File: src/sbm_pkg.sv
// Purpose: shared constants and types for the byte lane write mask block
// Assumes: one 20 MHz core clock, APB register access
// Notes:   offsets are byte addresses of 32-bit registers
package sbm_pkg;
	localparam int DATA_W     = 36;
	localparam int ADDR_W     = 4;
	localparam int WADDR_W    = ADDR_W + 1;
	localparam int FIFO_DEPTH = 8;
	localparam int LVL_W      = 4;
	localparam int NIB_W      = 4;
	localparam int BYTE_W     = 9;
	localparam int LANES      = 4;

	localparam logic [1:0] ORG_X8  = 2'h0;
	localparam logic [1:0] ORG_X9  = 2'h1;
	localparam logic [1:0] ORG_X18 = 2'h2;
	localparam logic [1:0] ORG_X36 = 2'h3;

	localparam logic [7:0] REG_CTRL   = 8'h00;
	localparam logic [7:0] REG_STATUS = 8'h04;
	localparam logic [7:0] REG_RADDR  = 8'h08;
	localparam logic [7:0] REG_RDLO   = 8'h0C;
	localparam logic [7:0] REG_RDHI   = 8'h10;
	localparam logic [7:0] REG_WCOUNT = 8'h14;

	localparam int CTRL_ORG_LSB  = 0;
	localparam int CTRL_HOLD_BIT = 2;
	localparam int CTRL_EN_BIT   = 3;
	localparam int STAT_BUSY_BIT = 4;
	localparam int STAT_OVF_BIT  = 5;

	localparam logic [3:0] CTRL_RST = 4'hB;

	typedef struct packed {
		logic [WADDR_W-1:0] waddr;
		logic [DATA_W-1:0]  data;
		logic [DATA_W-1:0]  bit_en;
	} sbm_entry_t;
endpackage : sbm_pkg

File: src/sbm_stream_if.sv
// Purpose: valid/ready stream of masked write words
// Assumes: fifo source holds data while valid and not ready; capture source drops a word it cannot push
// Notes:   used between capture, fifo and array
`timescale 1ns/1ps
`default_nettype none
interface sbm_stream_if;
	import sbm_pkg::*;
	logic       valid;
	logic       ready;
	sbm_entry_t data;
	modport src (output valid, output data, input ready);
	modport snk (input valid, input data, output ready);
endinterface : sbm_stream_if
`default_nettype wire

File: src/sbm_fifo.sv
// Purpose: word fifo between burst capture and array write
// Assumes: push ignored when full, pop ignored when empty
// Notes:   level counts stored words
`timescale 1ns/1ps
`default_nettype none
module sbm_fifo
	import sbm_pkg::*;
#(
	parameter int W = $bits(sbm_entry_t),
	parameter int D = FIFO_DEPTH
) (
	input  wire logic             clk,
	input  wire logic             resetn,
	sbm_stream_if.snk             in_s,
	sbm_stream_if.src             out_s,
	output logic [$clog2(D):0]    level
);
	localparam int AW = $clog2(D);

	typedef struct packed {
		logic [D-1:0][W-1:0] mem;
		logic [AW-1:0]       rd;
		logic [AW-1:0]       wr;
		logic [AW:0]         cnt;
	} sbm_fifo_st_t;

	sbm_fifo_st_t st;
	sbm_fifo_st_t next_st;
	logic         push;
	logic         pop;

	always_comb begin
		in_s.ready  = (st.cnt != (AW+1)'(D));
		out_s.valid = (st.cnt != '0);
		out_s.data  = sbm_entry_t'(st.mem[st.rd]);
		level       = st.cnt;
		push        = in_s.valid & in_s.ready;
		pop         = out_s.valid & out_s.ready;
		next_st     = st;
		if (push) begin
			next_st.mem[st.wr] = W'(in_s.data);
			next_st.wr         = st.wr + 1'b1;
		end
		if (pop) begin
			next_st.rd = st.rd + 1'b1;
		end
		next_st.cnt = st.cnt + (AW+1)'(push) - (AW+1)'(pop);
	end

	always_ff @(posedge clk or negedge resetn) begin
		if (!resetn) begin
			st <= '0;
		end else begin
			st <= next_st;
		end
	end
endmodule : sbm_fifo
`default_nettype wire

File: src/sbm_mem.sv
// Purpose: write array with per-bit enables and registered read
// Assumes: bits with enable low keep their stored value
// Notes:   read data lags the read address by one clock
`timescale 1ns/1ps
`default_nettype none
module sbm_mem
	import sbm_pkg::*;
(
	input  wire logic               clk,
	input  wire logic               resetn,
	input  wire logic               we,
	input  wire logic [WADDR_W-1:0] waddr,
	input  wire logic [DATA_W-1:0]  wbit_en,
	input  wire logic [DATA_W-1:0]  wdata,
	input  wire logic [WADDR_W-1:0] raddr,
	output logic      [DATA_W-1:0]  rdata
);
	localparam int N = 1 << WADDR_W;

	typedef struct packed {
		logic [N-1:0][DATA_W-1:0] mem;
		logic [DATA_W-1:0]        rdata;
	} sbm_mem_st_t;

	sbm_mem_st_t st;
	sbm_mem_st_t next_st;

	always_comb begin
		next_st       = st;
		next_st.rdata = st.mem[raddr];
		if (we) begin
			next_st.mem[waddr] = (st.mem[waddr] & ~wbit_en)
				| (wdata & wbit_en);
		end
		rdata = st.rdata;
	end

	always_ff @(posedge clk or negedge resetn) begin
		if (!resetn) begin
			st <= '0;
		end else begin
			st <= next_st;
		end
	end
endmodule : sbm_mem
`default_nettype wire

File: src/sbm_top.sv
// Purpose: two-word write burst capture with per-word lane masks
// Assumes: write port pins synchronous to core_clk; timing phases
//          sampled as levels and edge detected; phases rest high
//          between bursts
// Notes:   array written through an 8-word fifo; APB for control
//          refused pushes set a sticky overflow flag
`timescale 1ns/1ps
`default_nettype none

// Behaviour
// - lane selects sampled separately per word
// - x8: both nibble selects low write all
// - x8: select 0 only writes bits 3:0
// - x8: select 1 only writes bits 7:4
// - x18: both selects low write all
// - x18: one select writes its nine bits
// - x8/x18: both high write nothing
// - x9: single select writes all or nothing
// - x36: all four low write all
// - x36: select 0 alone writes bits 8:0
// - x36: selects 1-3 write their own byte
// - x36: all high write nothing
// - reset: port deselected, read drive off
// - first word offset 0, second offset 1
module sbm_top
	import sbm_pkg::*;
(
	input  wire logic              core_clk,
	input  wire logic              resetn,
	input  wire logic [7:0]        paddr,
	input  wire logic              psel,
	input  wire logic              penable,
	input  wire logic              pwrite,
	input  wire logic [31:0]       pwdata,
	output logic      [31:0]       prdata,
	output logic                   pready,
	output logic                   pslverr,
	input  wire logic              main_timing_pos,
	input  wire logic              main_timing_neg,
	input  wire logic              write_port_select_n,
	input  wire logic [ADDR_W-1:0] write_addr,
	input  wire logic [DATA_W-1:0] write_data,
	input  wire logic              byte_lane_enable_n_0,
	input  wire logic              byte_lane_enable_n_1,
	input  wire logic              byte_lane_enable_n_2,
	input  wire logic              byte_lane_enable_n_3,
	input  wire logic              nibble_lane_enable_n_0,
	input  wire logic              nibble_lane_enable_n_1,
	output logic                   write_ready,
	output logic                   read_data_oe
);
	typedef enum logic {
		BS_IDLE,
		BS_SECOND
	} sbm_bstate_t;

	typedef struct packed {
		logic              pos_q;
		logic              neg_q;
		sbm_bstate_t       bst;
		logic [ADDR_W-1:0] baddr;
		logic              push_v;
		sbm_entry_t        push_e;
		logic [1:0]        org;
		logic              hold;
		logic              en;
		logic              ovf;
		logic [WADDR_W-1:0] rd_addr;
		logic [15:0]       wcount;
		logic [31:0]       prdata;
		logic              pready;
		logic              pslverr;
		logic              wr_ready;
		logic              rd_oe;
	} sbm_top_st_t;

	// expand active-low lane selects into bit enables per organisation
	function automatic logic [DATA_W-1:0] lane_bits(
		input logic [1:0]       org,
		input logic [LANES-1:0] bsel_n,
		input logic [1:0]       nsel_n
	);
		logic [DATA_W-1:0] m;
		m = '0;
		case (org)
			ORG_X8: begin
				// nibble selects only; byte selects unused here
				m[NIB_W-1:0]       = {NIB_W{~nsel_n[0]}};
				m[2*NIB_W-1:NIB_W] = {NIB_W{~nsel_n[1]}};
			end
			ORG_X9: begin
				m[BYTE_W-1:0] = {BYTE_W{~bsel_n[0]}};
			end
			ORG_X18: begin
				for (int i = 0; i < 2; i++) begin
					m[i*BYTE_W +: BYTE_W] = {BYTE_W{~bsel_n[i]}};
				end
			end
			ORG_X36: begin
				// each select opens only its own nine bits
				for (int i = 0; i < LANES; i++) begin
					m[i*BYTE_W +: BYTE_W] = {BYTE_W{~bsel_n[i]}};
				end
			end
			default: m = '0;
		endcase
		// all selects high leave m zero: nothing written
		return m;
	endfunction : lane_bits

	// one map for both directions keeps reads and writes in step
	function automatic logic reg_mapped(input logic [7:0] a);
		logic ok;
		case (a)
			REG_CTRL, REG_STATUS, REG_RADDR,
			REG_RDLO, REG_RDHI, REG_WCOUNT: ok = 1'b1;
			default: ok = 1'b0;
		endcase
		return ok;
	endfunction : reg_mapped

	sbm_top_st_t       st;
	sbm_top_st_t       next_st;
	sbm_stream_if      cap_s ();
	sbm_stream_if      arr_s ();
	logic [LVL_W-1:0]  level;
	logic [DATA_W-1:0] mem_rdata;
	logic [LANES-1:0]  bsel_n;
	logic [1:0]        nsel_n;
	logic              pos_rise;
	logic              neg_rise;
	logic              drain;
	logic              apb_acc;
	logic              apb_wr;
	logic [31:0]       rd_val;
	logic              hit;
	logic              ovf_set;
	logic              start;

	sbm_fifo #(
		.W ($bits(sbm_entry_t)),
		.D (FIFO_DEPTH)
	) u_fifo (
		.clk    (core_clk),
		.resetn (resetn),
		.in_s   (cap_s),
		.out_s  (arr_s),
		.level  (level)
	);

	// read data registered: RDLO lags RADDR by one clock
	sbm_mem u_mem (
		.clk     (core_clk),
		.resetn  (resetn),
		.we      (drain),
		.waddr   (arr_s.data.waddr),
		.wbit_en (arr_s.data.bit_en),
		.wdata   (arr_s.data.data),
		.raddr   (st.rd_addr),
		.rdata   (mem_rdata)
	);

	always_comb begin
		bsel_n = {byte_lane_enable_n_3, byte_lane_enable_n_2,
			byte_lane_enable_n_1, byte_lane_enable_n_0};
		nsel_n = {nibble_lane_enable_n_1, nibble_lane_enable_n_0};
		pos_rise = main_timing_pos & ~st.pos_q;
		neg_rise = main_timing_neg & ~st.neg_q;

		cap_s.valid = st.push_v;
		cap_s.data  = st.push_e;
		// software hold stalls draining so the fifo can back up
		arr_s.ready = ~st.hold;
		drain       = arr_s.valid & arr_s.ready;

		// one wait state: pready follows the first access cycle
		apb_acc = psel & penable & ~st.pready;
		apb_wr  = psel & penable & st.pready & pwrite;

		ovf_set = st.push_v & ~cap_s.ready;
		start   = pos_rise & ~write_port_select_n & st.en;

		hit    = reg_mapped(paddr);
		rd_val = '0;
		case (paddr)
			REG_CTRL: begin
				rd_val[CTRL_ORG_LSB +: 2] = st.org;
				rd_val[CTRL_HOLD_BIT]     = st.hold;
				rd_val[CTRL_EN_BIT]       = st.en;
			end
			REG_STATUS: begin
				rd_val[LVL_W-1:0]    = level;
				rd_val[STAT_BUSY_BIT] = (st.bst == BS_SECOND);
				rd_val[STAT_OVF_BIT]  = st.ovf;
			end
			REG_RADDR: rd_val[WADDR_W-1:0] = st.rd_addr;
			REG_RDLO:  rd_val = mem_rdata[31:0];
			REG_RDHI:  rd_val[DATA_W-33:0] = mem_rdata[DATA_W-1:32];
			REG_WCOUNT: rd_val[15:0] = st.wcount;
			default:   ;
		endcase

		next_st        = st;
		next_st.pos_q  = main_timing_pos;
		next_st.neg_q  = main_timing_neg;
		next_st.push_v = 1'b0;
		next_st.rd_oe  = 1'b0;

		// a capture the fifo cannot take is dropped and flagged
		if (ovf_set) begin
			next_st.ovf = 1'b1;
		end

		case (st.bst)
			BS_IDLE: begin
				// selects outside a started burst are never sampled
				if (start) begin
					next_st.bst    = BS_SECOND;
					next_st.baddr  = write_addr;
					next_st.push_v = 1'b1;
					next_st.push_e.waddr  = {write_addr, 1'b0};
					next_st.push_e.data   = write_data;
					next_st.push_e.bit_en =
						lane_bits(st.org, bsel_n, nsel_n);
				end
			end
			BS_SECOND: begin
				// a further positive edge is refused until word two
				if (neg_rise) begin
					next_st.bst    = BS_IDLE;
					next_st.push_v = 1'b1;
					next_st.push_e.waddr  = {st.baddr, 1'b1};
					next_st.push_e.data   = write_data;
					// fresh sample: second word may carry another mask
					next_st.push_e.bit_en =
						lane_bits(st.org, bsel_n, nsel_n);
				end
			end
			default: next_st.bst = BS_IDLE;
		endcase

		// words with every lane closed still count as drained
		if (drain) begin
			next_st.wcount = st.wcount + 16'h0001;
		end

		// write commits on the edge where pready is seen high
		if (apb_wr && reg_mapped(paddr)) begin
			case (paddr)
				REG_CTRL: begin
					next_st.org  = pwdata[CTRL_ORG_LSB +: 2];
					next_st.hold = pwdata[CTRL_HOLD_BIT];
					next_st.en   = pwdata[CTRL_EN_BIT];
				end
				REG_STATUS: begin
					// a new overflow in the same cycle wins
					if (pwdata[STAT_OVF_BIT] && !ovf_set) begin
						next_st.ovf = 1'b0;
					end
				end
				REG_RADDR: next_st.rd_addr = pwdata[WADDR_W-1:0];
				default: ;
			endcase
		end

		next_st.pready = apb_acc;
		if (apb_acc) begin
			next_st.prdata  = pwrite ? 32'h0000_0000 : rd_val;
			next_st.pslverr = ~hit;
		end else begin
			next_st.pslverr = 1'b0;
		end

		// slack of two: a burst already in flight still fits
		next_st.wr_ready = (level < LVL_W'(FIFO_DEPTH - 2));
	end

	always_ff @(posedge core_clk or negedge resetn) begin
		if (!resetn) begin
			st      <= '0;
			st.org  <= CTRL_RST[CTRL_ORG_LSB +: 2];
			st.hold <= CTRL_RST[CTRL_HOLD_BIT];
			st.en   <= CTRL_RST[CTRL_EN_BIT];
			st.bst  <= BS_IDLE;
			// phases rest high: a low reset value would fake an edge
			st.pos_q <= 1'b1;
			st.neg_q <= 1'b1;
		end else begin
			st <= next_st;
		end
	end

	// every output comes straight from a state flop
	assign prdata       = st.prdata;
	assign pready       = st.pready;
	assign pslverr      = st.pslverr;
	assign write_ready  = st.wr_ready;
	assign read_data_oe = st.rd_oe;
endmodule : sbm_top
`default_nettype wire

File: config.mk
export PLATFORM = sky130hd
export DESIGN_NAME = sbm_top
export DESIGN_NICKNAME = d
export VERILOG_FILES = /design/src/sbm_pkg.sv /design/src/sbm_stream_if.sv /design/src/sbm_fifo.sv /design/src/sbm_mem.sv /design/src/sbm_top.sv
export SDC_FILE = /design/constraint.sdc
export NUM_CORES = 2
export LEC_CHECK = 0
export ABC_AREA = 0
export ABC_CLOCK_PERIOD_IN_PS = 8720
export BUFFER_PORTS_ARGS = -buffer_cell sky130_fd_sc_hd__buf_2
export CORE_ASPECT_RATIO = 0.8
export CORE_MARGIN = 1
export CORE_UTILIZATION = 45
export DETAILED_ROUTE_END_ITERATION = 6
export PLACE_DENSITY_LB_ADDON = 0.15
export SYNTH_ARGS = -nofsm -noshare
export SYNTH_HDL_FRONTEND = slang
export SYNTH_SLANG_ARGS = --single-unit
File: constraint.sdc
create_clock -name core_clk -period 8.72 [get_ports core_clk]
set_input_delay 0.436 -clock core_clk [delete_from_list [all_inputs] [get_ports core_clk]]
set_output_delay 0.436 -clock core_clk [all_outputs]
set_load 0.05 [all_outputs]
---- Yosys cells after proc, flatten, opt, wreduce, memory -nomap -nowiden ----
Index checks and enable logic that the tools add are counted.
storage, ports and cells
  bits in registers ....................... 1960
cells by class
  $add $sub $neg .......................... 5
  order comparisons ....................... 7
  eq/ne operators ......................... 11
  mux-type cells .......................... 34
  bitwise logic cells ..................... 29
  reductions and logical operators ........ 15
operator list
  operator               number
  $bwmux 1152            1
  $bwmux 616             1
  $bmux 36 s5            2
  $bmux 77 s3            1
  $demux 77 s3           1
  $demux 36 s5           1
  $pmux 78 s2            1
  $mux 77                2
  $mux 36                3
  $mux 83                1
  $mux 78                1
  $and 36x36->36         2
  $not 36->36            1
  $or 36x36->36          1
  $mux 32                1
  $pmux 4 s6             1
  $pmux 10 s2            1
  $mux 18                1
  $add 16x1->16 const B  1
  $eq 8x4->1 const B     2
  $eq 8x5->1 const B     2
  $mux 16                1
  $pmux 8 s2             1
  $not 1->1              14
  other kinds (31)       57

---- Longest topological paths before layout ----
  depth in word-level cells ............... 8
  mapped depth ............................ 15

---- By module ----
Synthesis repeated with hierarchy kept, for this count alone.
second synthesis, totals
  cells, all modules ...................... 6831
  area, all modules ....................... 97524.8 um^2
modules (own cells, without submodules)
  module    instances  cells each  area an instance (um^2)  sequential area each (um^2)
  sbm_mem   1          4800        64398.0                  29728.5
  sbm_fifo  1          1633        28024.4                  15665.0
  sbm_top   1          398         5102.4                   2909.0

---- Worst setup path after synthesis ----
Ideal clock, no wire load.
  path kind ............................... register to register
  from .................................... reg u_fifo.st[7] in the netlist's numbering
  to ...................................... reg u_mem.st[467] in the netlist's numbering
  arrival time ............................ 3.088 ns
  required time ........................... 8.589 ns
  setup slack ............................. 5.501 ns
  stages on the path, launching flop included .. 15
  path through ............................ dfrtp_1 -> buf_6 -> mux2_2 -> mux4_2 -> buf_4 -> buf_6 -> buf_6 -> buf_6 -> buf_6 -> mux4_2 -> a22oi_1 -> nand3_1 -> o21ai_2 -> buf_2 -> o21ai_0
between the ends
  cells in the longest elaborated chain, start to end .. 7
RTL lines
  element                                                             line            source
  start, declared                                                     sbm_fifo.sv:27  sbm_fifo_st_t st;
  start signal, assigned                                              sbm_fifo.sv:54  st <= next_st;
  $bmux 77 s3 (*)                                                     sbm_fifo.sv:35  out_s.data = sbm_entry_t'(st.mem[st.rd]);
  $mux 77 (not written as such) (*)                                   sbm_fifo.sv:35
  $lt 5x6->1 (not written as such) (tied with other cells)            sbm_mem.sv:32   next_st.mem[waddr] = (st.mem[waddr] & ~wbit_en)
  $logic_and 1x1->1 (not written as such) or $mux 36 (tied branches)  sbm_mem.sv:32
  $mux 36 (not written as such) or $and 36x36->36 (tied branches)     sbm_mem.sv:32
  $demux 36 s5 or $or 36x36->36 (tied branches)                       --
  $bwmux 1152 (*)                                                     sbm_mem.sv:32
  end signal, assigned                                                sbm_mem.sv:42   st <= next_st;
  end, declared                                                       sbm_mem.sv:25   sbm_mem_st_t st;
Mark *: on every way between the ends. The rest lies on a longest branch, timed or not. The select of a mux whose other input is x is not followed.
A chain may end at the register's enable or synchronous reset.

---- Worst setup path in the final report ----
  from .................................... reg u_fifo.st[7] in the netlist's numbering
  to ...................................... reg u_mem.st[880] in the netlist's numbering
The elaborated chain is that of the path after synthesis.

==> reports/results.ini <==
[timing]
final-hold-violation-count=0
drv_slew=0
rsz0062_at_grt=false
clock.fmax_ghz=0.174
setup_tns_ns=0
setup_slack_ns=2.99
min_period_over_period=0.658
worst_pin_slew_ns=1.24
setup_violations=0
fin_skew_ns=0.0595
layout_min_cycle_time_ns=5.73
slew_headroom=0.150

[power]
p_seq_frac=0.448
intPower_w=0.0132
leakage_nw=38.6
irDropWorstVdd_v=0.000177
combPwrFrac=0.149
power.density_nw_per_um2=205
report.power.total_w=0.0187
pwr-share-clk=0.404
swShare=0.295
power.switching_w=0.00552

[yosys]
ys_seq_area_frac=0.513
syn_inst=7207
synth_area_leader_cell=dfrtp_1
syn_area_sq_um=82500
synth_seq_cells=1690
yosys-top-cells-count=nand2_1 (1,694), dfrtp_1 (1,685), o21ai_0 (1,188), mux4_2 (578), clkbuf_1 (448)
synth_edf_count=0
ys.flop_type=dfrtp_1
synth_area_leaders=dfrtp_1 (51%), mux4_2 (16%), nand2_1 (7.7%)
yosys_warnings=0
synthesis.nets=7312
syn_area_per_cell_sq_um=11.4
ys_types=68
synth.most_common_cell=nand2_1
postSynth.asyncResetShare=1.00
netlist.area_leader.share=0.511

[route]
ant_nets=0
wirelength_um=282000
dr.pass1.iters=7
via_per_inst=6.23
routedWlPerCell_um=29.4
num_vias=59648
drcViolationCount=1
drt_iter0_drc=7113

[global_route]
gr-usage-met2=0.448
grtUsageMet1=0.455
busiest_layer=met1
grt.overflow.total=0
antenna_found_initial=10
grt_start_max_net_pins=165
grt_pass1_wl_um=414000
grt_pass1_vias=58430
track_usage=0.308
grtUsageMet3=0.0645

[job]
maxCapViolCount=0

[die]
start_util=0.453
die_width_um=481
pin_count=130
die_area_sq_um=185000
core-area_sq_um=182000
dieHeight_um=385
rows=140

[clock_network]
cts_max_level=4
cts_setup_buffers=0
cts-resized-gates=0
numClockSinks=1690
insertion_delay_ns=0.84
clkSlewWorstSetupHoldPaths_ns=0.06
cts_tree=done
clk_path_buf_depth=3
root_buffer=clkbuf_16
numCtsBuffers=172

[placed_design]
dp_hpwl_um=169000
gp_congestion=0.866
post-place-ws_ns=3.14
io_buffers=102

[status]
violations=DRC
status=finished with violations

[cells_and_area]
area_growth_pct=10.5
nets=7125
post-route-util=0.501
drive_above_1_share=0.230
nFillCells=16033

[setup_path]
path_max_fanout=33
start_kind=flip-flop
cp.required_ns=9.43
path_class=reg2reg
end_kind=flip-flop
cp.arrival_ns=6.44

[worst_hold_path]
hp-class=in2reg

worst paths after layout:
check,slack (ns),end,startpoint,cells after the start
min in group asynchronous,0.24,u_fifo.st[489],resetn,2
worst max register to register,2.99,u_mem.st[880],u_fifo.st[7],9
max in group asynchronous,6.24,u_mem.st[866],resetn,4
worst max-delay path,2.99,u_mem.st[880],u_fifo.st[7],9
worst min-delay path,0.06,pslverr,paddr[4],3
worst min register to register,0.46,prdata[26],u_mem.rdata[26],1
worst max-delay path: stages (launching register included):
cell	delay [ns]
dfrtp_4	0.80
mux4_2	0.63
mux2i_4	0.78
nand2_1	0.69
nor2_4	0.95
buf_4	0.42
a22oi_1	0.15
nand4_1	0.15
nand2_1	0.55
o21ai_0	0.39
kinds of logic after synthesis:
logic type | after synthesis | share of synthesized area
AND/OR/NAND/NOR | 2002 | 0.0965
flip-flops | 1690 | 0.513
AO/OA/AOI/OAI | 1518 | 0.101
multiplexers | 1273 | 0.249
buffers and inverters | 691 | 0.0368
XOR/XNOR | 21 | 0.00223
adder cells (fa/ha/maj) | 11 | 0.00176
other | 1 | 0.0000455
flip-flops by register name, indices dropped and copies added, names as in the netlist:
signal	cells
u_fifo.level	4
u_mem.st	1152
write_ready	1
u_fifo.st	382
st	33
pslverr	1
pready	1
cap_s.valid	1
u_mem.rdata	36
cap_s.data	47
prdata	32
power groups by stage:
stage	Combinational [W]	Sequential, W	Clock (W)
2_1_floorplan	0.00179	0.00832	0
3_3_place_gp	0.00274	0.00850	0
3_5_place_dp	0.00275	0.00851	0
4_1_cts	0.00278	0.00837	0.00766
5_1_grt	0.00297	0.00840	0.00797
6_report	0.00278	0.00837	0.00755
final cells by class:
| cell class | instances | area (sq um) | area share |
|---|---|---|---|
| Timing Repair Buffer | 315 | 2460 | 0.0270 |
| Sequential cell | 1690 | 42300 | 0.464 |
| Tap cell | 2414 | 3020 | 0.0331 |
| Inverter | 15 | 56.3 | 0.000618 |
| Multi-Input combinational cell | 4826 | 37600 | 0.413 |
| Clock inverter | 53 | 531 | 0.00582 |
| Clock buffer | 260 | 5150 | 0.0565 |
| Antenna cell | 2 | 5.00 | 0.0000549 |
timing repair:
| action | 4_1_cts | 5_1_grt |
|---|---|---|
| endpoints found under the hold margin | 196 | 0 |
| hold buffers | 55 | 0 |
| setup endpoints to repair | 0 | 0 |
cells in the final DEF, fill, tap and decap left out, drive strengths merged, types with 6 or more instances in the layout:
master / count
dlygate4sd3: 55
a2111oi: 12
a32oi: 6
nand2: 1694
a211oi: 6
mux2: 447
a22o: 26
mux2i: 248
bufinv: 6
xnor2: 13
o21ai: 1214
a22oi: 70
nand3: 123
nor3: 21
dfrtp: 1685
ha: 10
inv: 21
buf: 260
mux4: 578
clkinv: 41
o31ai: 10
nor2: 70
a21oi: 59
o221ai: 9
xor2: 8
and3: 22
o32ai: 21
o22ai: 43
clkbuf: 260
nand4: 50
a221oi: 9
metal layers:
metal,part of all wire,vias up
li1,-,25561
met1,0.44,30969
met2,0.43,2597
met3,0.087,517
met4,0.040,4
met5,0.000096,-
through the flow:
| step | hold slack, ns | cell area (sq um) | std cells |
|---|---|---|---|
| after detailed placement | 0.453 | 84900 | 9205 |
| final | 0.0577 | 91200 | 9575 |
| after global placement | 0.450 | 84900 | 9205 |
| after global routing | 0.0487 | 91200 | 9574 |
| after floorplan | 0.140 | 82500 | 7207 |
| after CTS | 0.00617 | 91200 | 9573 |
(Power assumes the default switching activity.)
